==> config.mk <==
export PLATFORM = sky130hd
export DESIGN_NAME = plt_loop_manager
export DESIGN_NICKNAME = d
export VERILOG_FILES = /design/src/rtl/plt_pkg.sv /design/src/rtl/plt_tick_divider.sv /design/src/rtl/plt_code_sender.sv /design/src/rtl/plt_loop_manager.sv
export VERILOG_INCLUDE_DIRS = /design/src /design/src/rtl
export SDC_FILE = /design/constraint.sdc
export NUM_CORES = 1
export LEC_CHECK = 0
export ABC_AREA = 1
export BUFFER_PORTS_ARGS = -buffer_cell sky130_fd_sc_hd__buf_2
export CAP_MARGIN = 40
export CORE_ASPECT_RATIO = 0.5
export CORE_MARGIN = 5
export CORE_UTILIZATION = 46
export DETAILED_ROUTE_END_ITERATION = 12
export GPL_ROUTABILITY_DRIVEN = 0
export HOLD_SLACK_MARGIN = 0.1
export PLACE_DENSITY = 0.74
export SLEW_MARGIN = 20
export SYNTH_ARGS = -nofsm -noshare
export SYNTH_HDL_FRONTEND = slang
export SYNTH_HIERARCHICAL = 1
export SYNTH_SLANG_ARGS = --single-unit
==> constraint.sdc <==
create_clock -name core_clk -period 2.85 [get_ports core_clk]
set_clock_uncertainty 0.1 [all_clocks]
set_input_delay 0.4275 -clock core_clk [delete_from_list [all_inputs] [get_ports core_clk]]
set_output_delay 0.4275 -clock core_clk [all_outputs]
set_load 0.03 [all_outputs]
==> src/rtl/plt_defs.svh <==
// Timing constants, test codes and command codes for the port loopback test manager.
`ifndef PLT_DEFS_SVH
`define PLT_DEFS_SVH
`define PLT_CLK_PERIOD_NS 4
`define PLT_LAMP_HALF_MS 500
`define PLT_LAMP_HALF_CYC ((`PLT_LAMP_HALF_MS * 1000000) / `PLT_CLK_PERIOD_NS)
`define PLT_MS_CYC (1000000 / `PLT_CLK_PERIOD_NS)
`define PLT_TEST_NONE 3'h0
`define PLT_TEST_PPL 3'h1
`define PLT_TEST_CRL 3'h2
`define PLT_TEST_V54 3'h3
`define PLT_TEST_FT1 3'h4
`define PLT_TEST_LAMP 3'h5
`define PLT_V54_CODE 8'hA5
`define PLT_FT1_CODE 8'h3C
`endif

==> src/rtl/plt_pkg.sv <==
// Types shared by the port loopback test manager.
package plt_pkg;
    typedef struct packed {
        logic lineLoop;
        logic payloadLoop;
        logic repeaterLoop;
        logic patternSend;
        logic remoteLineSend;
    } plt_ifc_state_t;

    typedef struct packed {
        logic       start;
        logic       stop;
        logic [2:0] test;
    } plt_req_t;

    typedef struct packed {
        logic dteLoop;
        logic portPayloadLoop;
        logic channelLoop;
        logic v54Send;
        logic ft1Send;
        logic lamp;
    } plt_active_t;
endpackage

==> src/rtl/plt_tick_divider.sv <==
// Enable pulse divider used for lamp blinking and millisecond timing.
`timescale 1ns/1ns
module plt_tick_divider #(
    parameter int DIV = 4
) (
    input  wire logic core_clk,
    input  wire logic sys_rst,
    input  wire logic run,
    output logic      tick
);
    logic [31:0] cnt_reg;
    wire         atEnd = (cnt_reg == 32'(DIV - 1));

    always_ff @(posedge core_clk or posedge sys_rst)
    begin
        if (sys_rst)
        begin
            cnt_reg <= 32'h0;
            tick    <= 1'b0;
        end
        else if (!run)
        begin
            cnt_reg <= 32'h0;
            tick    <= 1'b0;
        end
        else
        begin
            cnt_reg <= atEnd ? 32'h0 : cnt_reg + 32'h1;
            tick    <= atEnd;
        end
    end
endmodule // plt_tick_divider

==> src/rtl/plt_code_sender.sv <==
// Repeats a remote loopback command byte serially while enabled.
`timescale 1ns/1ns
module plt_code_sender (
    input  wire logic       core_clk,
    input  wire logic       sys_rst,
    input  wire logic       enable,
    input  wire logic [7:0] code,
    output logic            bitOut
);
    logic [2:0] idx_reg;

    // The pattern is repeated MSB first so the far end can lock at any phase.
    always_ff @(posedge core_clk or posedge sys_rst)
    begin
        if (sys_rst)
        begin
            idx_reg <= 3'h7;
            bitOut  <= 1'b0;
        end
        else if (!enable)
        begin
            idx_reg <= 3'h7;
            bitOut  <= 1'b0;
        end
        else
        begin
            bitOut  <= code[idx_reg];
            idx_reg <= idx_reg - 3'h1;
        end
    end
endmodule // plt_code_sender

==> src/rtl/plt_loop_manager.sv <==
// Port loopback paths, remote loopback senders, interlocks and lamp test.
`timescale 1ns/1ns
`include "plt_defs.svh"

// Behaviour
// DTE loopback returns DTE data to DTE
// Port payload loop returns network data
// Lead-held DTE loop ignores abort and timeout
// Port payload loop refused on port conflicts
// Channel loop returns data before customer
// Channel loop refused on interface conflicts
// V.54 send transmits its command code
// V.54 send refused on conflicts
// FT1 send transmits its command code
// FT1 send refused on conflicts
// Lamp test toggles all LEDs each half-second
// Lamp end restores normal LED state
// Enabled timeout stops lamp test
// One-step interlock check, refusal changes nothing
module plt_loop_manager
    import plt_pkg::*;
#(
    parameter int LED_N     = 8,
    parameter int LAMP_HALF = `PLT_LAMP_HALF_CYC,
    parameter int MS_CYC    = `PLT_MS_CYC
) (
    input  wire logic             core_clk,
    input  wire logic             sys_rst,
    input  wire plt_req_t         req,
    input  wire logic             dteLoopReq,
    input  wire logic             dteLoopLead,
    input  wire logic             abortAll,
    input  wire plt_ifc_state_t   ifcState,
    input  wire logic             timeoutEn,
    input  wire logic [15:0]      durationMs,
    input  wire logic             dteRxData,
    input  wire logic             netRxData,
    input  wire logic             portTxData,
    input  wire logic             portRxData,
    input  wire logic [LED_N-1:0] ledNormal,
    output logic                  dteTxData,
    output logic                  netTxData,
    output logic [LED_N-1:0]      ledOut,
    output plt_active_t           active,
    output logic                  reqRefused,
    output logic                  reqAccepted
);
    plt_active_t act_reg;
    plt_active_t act_next;
    logic        ledPhase_reg;
    logic [15:0] msCount_reg;
    logic        lampTick;
    logic        msTick;
    logic        v54Bit;
    logic        ft1Bit;
    logic        dteLoopSw_reg;

    // The DTE loop comes from either software or the interface lead.
    wire dteLoopNow = dteLoopSw_reg | dteLoopLead;

    // All conflicts are evaluated against the same registered state, except the DTE loop term of pplBlock, which uses the live dteLoopNow.
    wire pplBlock = dteLoopNow | act_reg.channelLoop | ifcState.patternSend
                  | act_reg.v54Send | act_reg.ft1Send;
    wire crlBlock = ifcState.lineLoop | ifcState.payloadLoop
                  | ifcState.repeaterLoop | ifcState.patternSend
                  | act_reg.portPayloadLoop;
    wire remBlock = ifcState.patternSend | ifcState.remoteLineSend
                  | ifcState.payloadLoop | ifcState.repeaterLoop
                  | act_reg.portPayloadLoop;
    wire v54Block = remBlock | act_reg.ft1Send;
    wire ft1Block = remBlock | act_reg.v54Send;

    wire isStart  = req.start & ~req.stop;
    wire refuse   = isStart & (
                      ((req.test == `PLT_TEST_PPL) & pplBlock)
                    | ((req.test == `PLT_TEST_CRL) & crlBlock)
                    | ((req.test == `PLT_TEST_V54) & v54Block)
                    | ((req.test == `PLT_TEST_FT1) & ft1Block));
    wire grant    = isStart & ~refuse
                  & (req.test != `PLT_TEST_NONE);
    wire durDone  = timeoutEn & (durationMs != 16'h0)
                  & (msCount_reg >= durationMs);

    function automatic logic hit(input logic [2:0] t);
        hit = (req.test == t);
    endfunction

    always_comb
    begin
        act_next = act_reg;
        act_next.dteLoop = dteLoopNow;
        if (grant)
        begin
            if (hit(`PLT_TEST_PPL))
                act_next.portPayloadLoop = 1'b1;
            if (hit(`PLT_TEST_CRL))
                act_next.channelLoop = 1'b1;
            if (hit(`PLT_TEST_V54))
                act_next.v54Send = 1'b1;
            if (hit(`PLT_TEST_FT1))
                act_next.ft1Send = 1'b1;
            if (hit(`PLT_TEST_LAMP))
                act_next.lamp = 1'b1;
        end
        if (req.stop)
        begin
            if (hit(`PLT_TEST_PPL))
                act_next.portPayloadLoop = 1'b0;
            if (hit(`PLT_TEST_CRL))
                act_next.channelLoop = 1'b0;
            if (hit(`PLT_TEST_V54))
                act_next.v54Send = 1'b0;
            if (hit(`PLT_TEST_FT1))
                act_next.ft1Send = 1'b0;
            if (hit(`PLT_TEST_LAMP))
                act_next.lamp = 1'b0;
        end
        if (abortAll)
        begin
            act_next.portPayloadLoop = 1'b0;
            act_next.channelLoop = 1'b0;
            act_next.v54Send = 1'b0;
            act_next.ft1Send = 1'b0;
            act_next.lamp = 1'b0;
        end
        if (durDone)
            act_next.lamp = 1'b0;
    end

    always_ff @(posedge core_clk or posedge sys_rst)
    begin
        if (sys_rst)
            act_reg <= '0;
        else
            act_reg <= act_next;
    end

    // Software DTE loop obeys abort, but the lead path does not.
    always_ff @(posedge core_clk or posedge sys_rst)
    begin
        if (sys_rst)
            dteLoopSw_reg <= 1'b0;
        else if (abortAll)
            dteLoopSw_reg <= 1'b0;
        else
            dteLoopSw_reg <= dteLoopReq;
    end

    plt_tick_divider #(
        .DIV (LAMP_HALF)
    ) u_lampDiv (
        .core_clk (core_clk),
        .sys_rst  (sys_rst),
        .run      (act_reg.lamp),
        .tick     (lampTick)
    );

    plt_tick_divider #(
        .DIV (MS_CYC)
    ) u_msDiv (
        .core_clk (core_clk),
        .sys_rst  (sys_rst),
        .run      (act_reg.lamp),
        .tick     (msTick)
    );

    plt_code_sender u_v54 (
        .core_clk (core_clk),
        .sys_rst  (sys_rst),
        .enable   (act_reg.v54Send),
        .code     (`PLT_V54_CODE),
        .bitOut   (v54Bit)
    );

    plt_code_sender u_ft1 (
        .core_clk (core_clk),
        .sys_rst  (sys_rst),
        .enable   (act_reg.ft1Send),
        .code     (`PLT_FT1_CODE),
        .bitOut   (ft1Bit)
    );

    // Lamp phase and elapsed time restart at each lamp start.
    always_ff @(posedge core_clk or posedge sys_rst)
    begin
        if (sys_rst)
        begin
            ledPhase_reg <= 1'b0;
            msCount_reg  <= 16'h0;
        end
        else if (!act_reg.lamp)
        begin
            ledPhase_reg <= 1'b1;
            msCount_reg  <= 16'h0;
        end
        else
        begin
            if (lampTick)
                ledPhase_reg <= ~ledPhase_reg;
            if (msTick && msCount_reg != 16'hFFFF)
                msCount_reg <= msCount_reg + 16'h1;
        end
    end

    // Remote command codes take the network path while their send is active and no channel or port payload loop is; V.54 wins over FT1.
    wire netSel = act_reg.portPayloadLoop ? portRxData
                : act_reg.v54Send ? v54Bit
                : act_reg.ft1Send ? ft1Bit
                : portTxData;
    // The DTE loop wins the DTE path since it also shields from the network.
    wire dteSel = act_reg.dteLoop ? dteRxData
                : act_reg.channelLoop ? netRxData
                : netRxData;
    // Channel loop turns the fully processed receive data back to the net.
    wire netOut = act_reg.channelLoop ? netRxData : netSel;
    wire [LED_N-1:0] ledSel = act_reg.lamp ? {LED_N{ledPhase_reg}}
                            : ledNormal;

    always_ff @(posedge core_clk or posedge sys_rst)
    begin
        if (sys_rst)
        begin
            dteTxData   <= 1'b0;
            netTxData   <= 1'b0;
            ledOut      <= '0;
            active      <= '0;
            reqRefused  <= 1'b0;
            reqAccepted <= 1'b0;
        end
        else
        begin
            dteTxData   <= dteSel;
            netTxData   <= netOut;
            ledOut      <= ledSel;
            active      <= act_reg;
            reqRefused  <= refuse;
            reqAccepted <= grant;
        end
    end
endmodule // plt_loop_manager

==> flow_summary.ini <==
[clock_network]
clock-sinks = 116
cts_resized = 0
cts_setup_buffers = 0
cts_tree = yes
path_clk_slew_ns = 0.06
clockBufferDepth = 2
cts.root.buffer_cell = clkbuf_16
htree_levels = 4
cts_buffers = 17
clock_latency_ns = 0.41

[detailed_routing]
drcViolationCount = 0
viasPerCell = 4.924
first_pass_iters = 6
drt.antenna.violating_nets = 0
first_iter_violations = 640
wl_per_cell_um = 12.42
vias = 6588
wl_mm = 16.62

[floorplan]
rows = 32
die_x_um = 186.0
start_util = 0.4661
die-area_sq_um = 18240
io_pins = 62
core_sq_um = 15290
die_y_um = 98.02

[synthesis]
synth.most_common_cell = nand2_1
synth_edf_count = 0
yosysSeqAreaShare = 0.4083
netlist.area_leader.share = 0.3862
ys_async_sr_fraction = 1.000
synthXorXnorAreaFrac = 0.04301
yosysWarningCount = 6
syn_area_per_cell_sq_um = 6.961
synth_cell_types = 38
synth_top_family_by_area = simple AND/OR/NAND/NOR gates
synth-compound-area-share = 0.03423
ys.flop_type = dfrtp_1
synthMuxAreaShare = 0
synthSimpleGateAreaFrac = 0.3965
synthCells = 1024
synthTopCellsByArea = dfrtp_1 39%, nand2_1 17%, nor2_1 11%, inv_1 6.9%, nand3_1 4.4%
synthAdderAreaFrac = 0.03686
synth.cell_area_sq_um = 7128
yosysTopAreaCell = dfrtp_1
synth_common_cells = 324 x nand2_1, 201 x nor2_1, 131 x inv_1, 110 x dfrtp_1, 63 x nand3_1
ys_ff_latch = 116

[power]
combPwrFrac = 0.069
switching_share = 0.2549
peakVddDrop_mv = 0.3969
leakage_nw = 3.898
pwr-share-seq = 0.425
p_switching_w = 0.001013
pwr-share-clk = 0.507
powerDensity_nw_per_um2 = 475.1
p_int_w = 0.002961

[sta]
rsz0062_at_grt = false
setup_violations = 0
max-slew-margin-rel = 0.5118
tightest_slew_ns = 0.7315
fin_setup_tns_ns = 0
hold_viol = 0
fmax_mhz = 543.2
finalCritPeriodShare = 0.6459
fin_hold_ws_ns = 0.1225
fin_crit_ns = 1.841
maxSlewViolCount = 0

[critical_path]
required_ns = 3.06
reg2regPathDepth = 9
critPathMaxFanout = 15
crit_path_end_kind = flop
setup.worst_path.start_class = flop
crit_type = flop to flop
critPathArrivalTime_ns = 2.05

[global_route]
grt_pass1_wl_mm = 28.79
gr-usage-all-layers = 0.1909
grt_pass1_vias = 6342
grt_max_degree = 34
antenna_found_initial = 0
gr-total-overflow = 0

[status]
status = completed

[finish]
final-seq-area_sq_um = 2910
nets = 1186
fillers = 1398
syn_to_final_growth_pct = 17.32
drive_gt1_frac = 0.1393
n_antenna_cell = 0
multi_input_area_sq_um = 3700

[placed_design]
hpwlAfterDp_mm = 12.48
io_buffers = 61

[hold_path]
whs_path_depth = 3
hp-class = input port to flop

[run]
cap_violations = 0
power by group through the flow:
stage,Combinational [W],Clock [W],Sequential (W)
after global placement,0.000258,0,0.00172
final,0.000272,0.00201,0.00169
after CTS,0.000276,0.00205,0.00169
after floorplan,0.000133,0,0.00175
after global routing,0.000307,0.00213,0.00169
after detailed placement,0.000268,0,0.00172
through the flow:
step                instance area [sq um]  total power (W)  instances  utilization  setup WS (ns)
CTS                                  8363         0.004013       1338       0.5468          1.025
global route                         8363         0.004131       1338       0.5468         0.8583
finish                               8363         0.003974       1338       0.5468          1.009
floorplan                            7181         0.001887       1038            -          1.256
global placement                     7722         0.001973       1299       0.5049          1.078
detailed placement                   7742         0.001984       1300       0.5062          1.041
final timing paths:
check                                 end           start  slack, ns
max                        msCount_reg[7]  msCount_reg[1]       1.01
min                             ledOut[6]    ledNormal[6]       0.12
max reg2reg                msCount_reg[7]  msCount_reg[1]       1.01
min reg2reg                     active[5]      act_reg[5]       0.30
max in group asynchronous       ledOut[0]         sys_rst       1.67
min in group asynchronous    u_v54/bitOut         sys_rst       0.39
worst max-delay path, cell delays in order, from the launching register on:
cell	delay, ns
dfrtp_1	0.39
ha_1	0.18
inv_1	0.07
nor3_4	0.21
nand4_2	0.16
nand2_4	0.14
nand2_4	0.14
inv_2	0.18
nand2_1	0.08
o31ai_1	0.07
cells in the final DEF (no fill, tap or decap), types with 4 or more instances in the layout:
cell type      count
nand2_1          324
nor2_1           201
inv_1            130
dfrtp_1          110
nand3_1           63
buf_2             61
ha_1              21
xor2_1            18
xnor2_1           17
clkbuf_16         17
conb_1            16
nor3_1            15
nor2_2            15
a21oi_1           13
nand4_1           12
o21ai_0           11
inv_2             10
nand2_2            9
nor2_4             8
clkinvlp_4         7
dlygate4sd3_1      6
dfstp_2            6
nor3_2             4
o21ai_2            4
nand3b_1           4
layout make-up:
type	count	share of cell area
tap	204	0.03052
timing repair buffer	71	0.04877
inverter	141	0.06329
clock inverter	14	0.01571
multi-input combinational	774	0.4424
sequential	116	0.3480
clock buffer	18	0.05132
per-layer routing:
metal  share of wire  GRT usage  wire, um  vias up
li1                -          -         -     3326
met1            0.46     0.2495      7577     3041
met2            0.47     0.3193      7859      193
met3           0.056    0.03870       929       28
met4           0.015    0.06267       252        0
met5               0          0         0        -
cells by family after synthesis:
| kind of cell | Yosys count |
|---|---|
| buf+inv | 148 |
| simple gates | 662 |
| flops | 116 |
| compound gates | 40 |
| xor+xnor | 35 |
| other cells | 2 |
| fa+ha+maj | 21 |
repair_timing:
item                                   4_1_cts  5_1_grt
endpoints found under the hold margin       96        0
setup endpoints to repair                    0        0
hold buffers                                 6        0
Power figures use the tool's default switching activity.
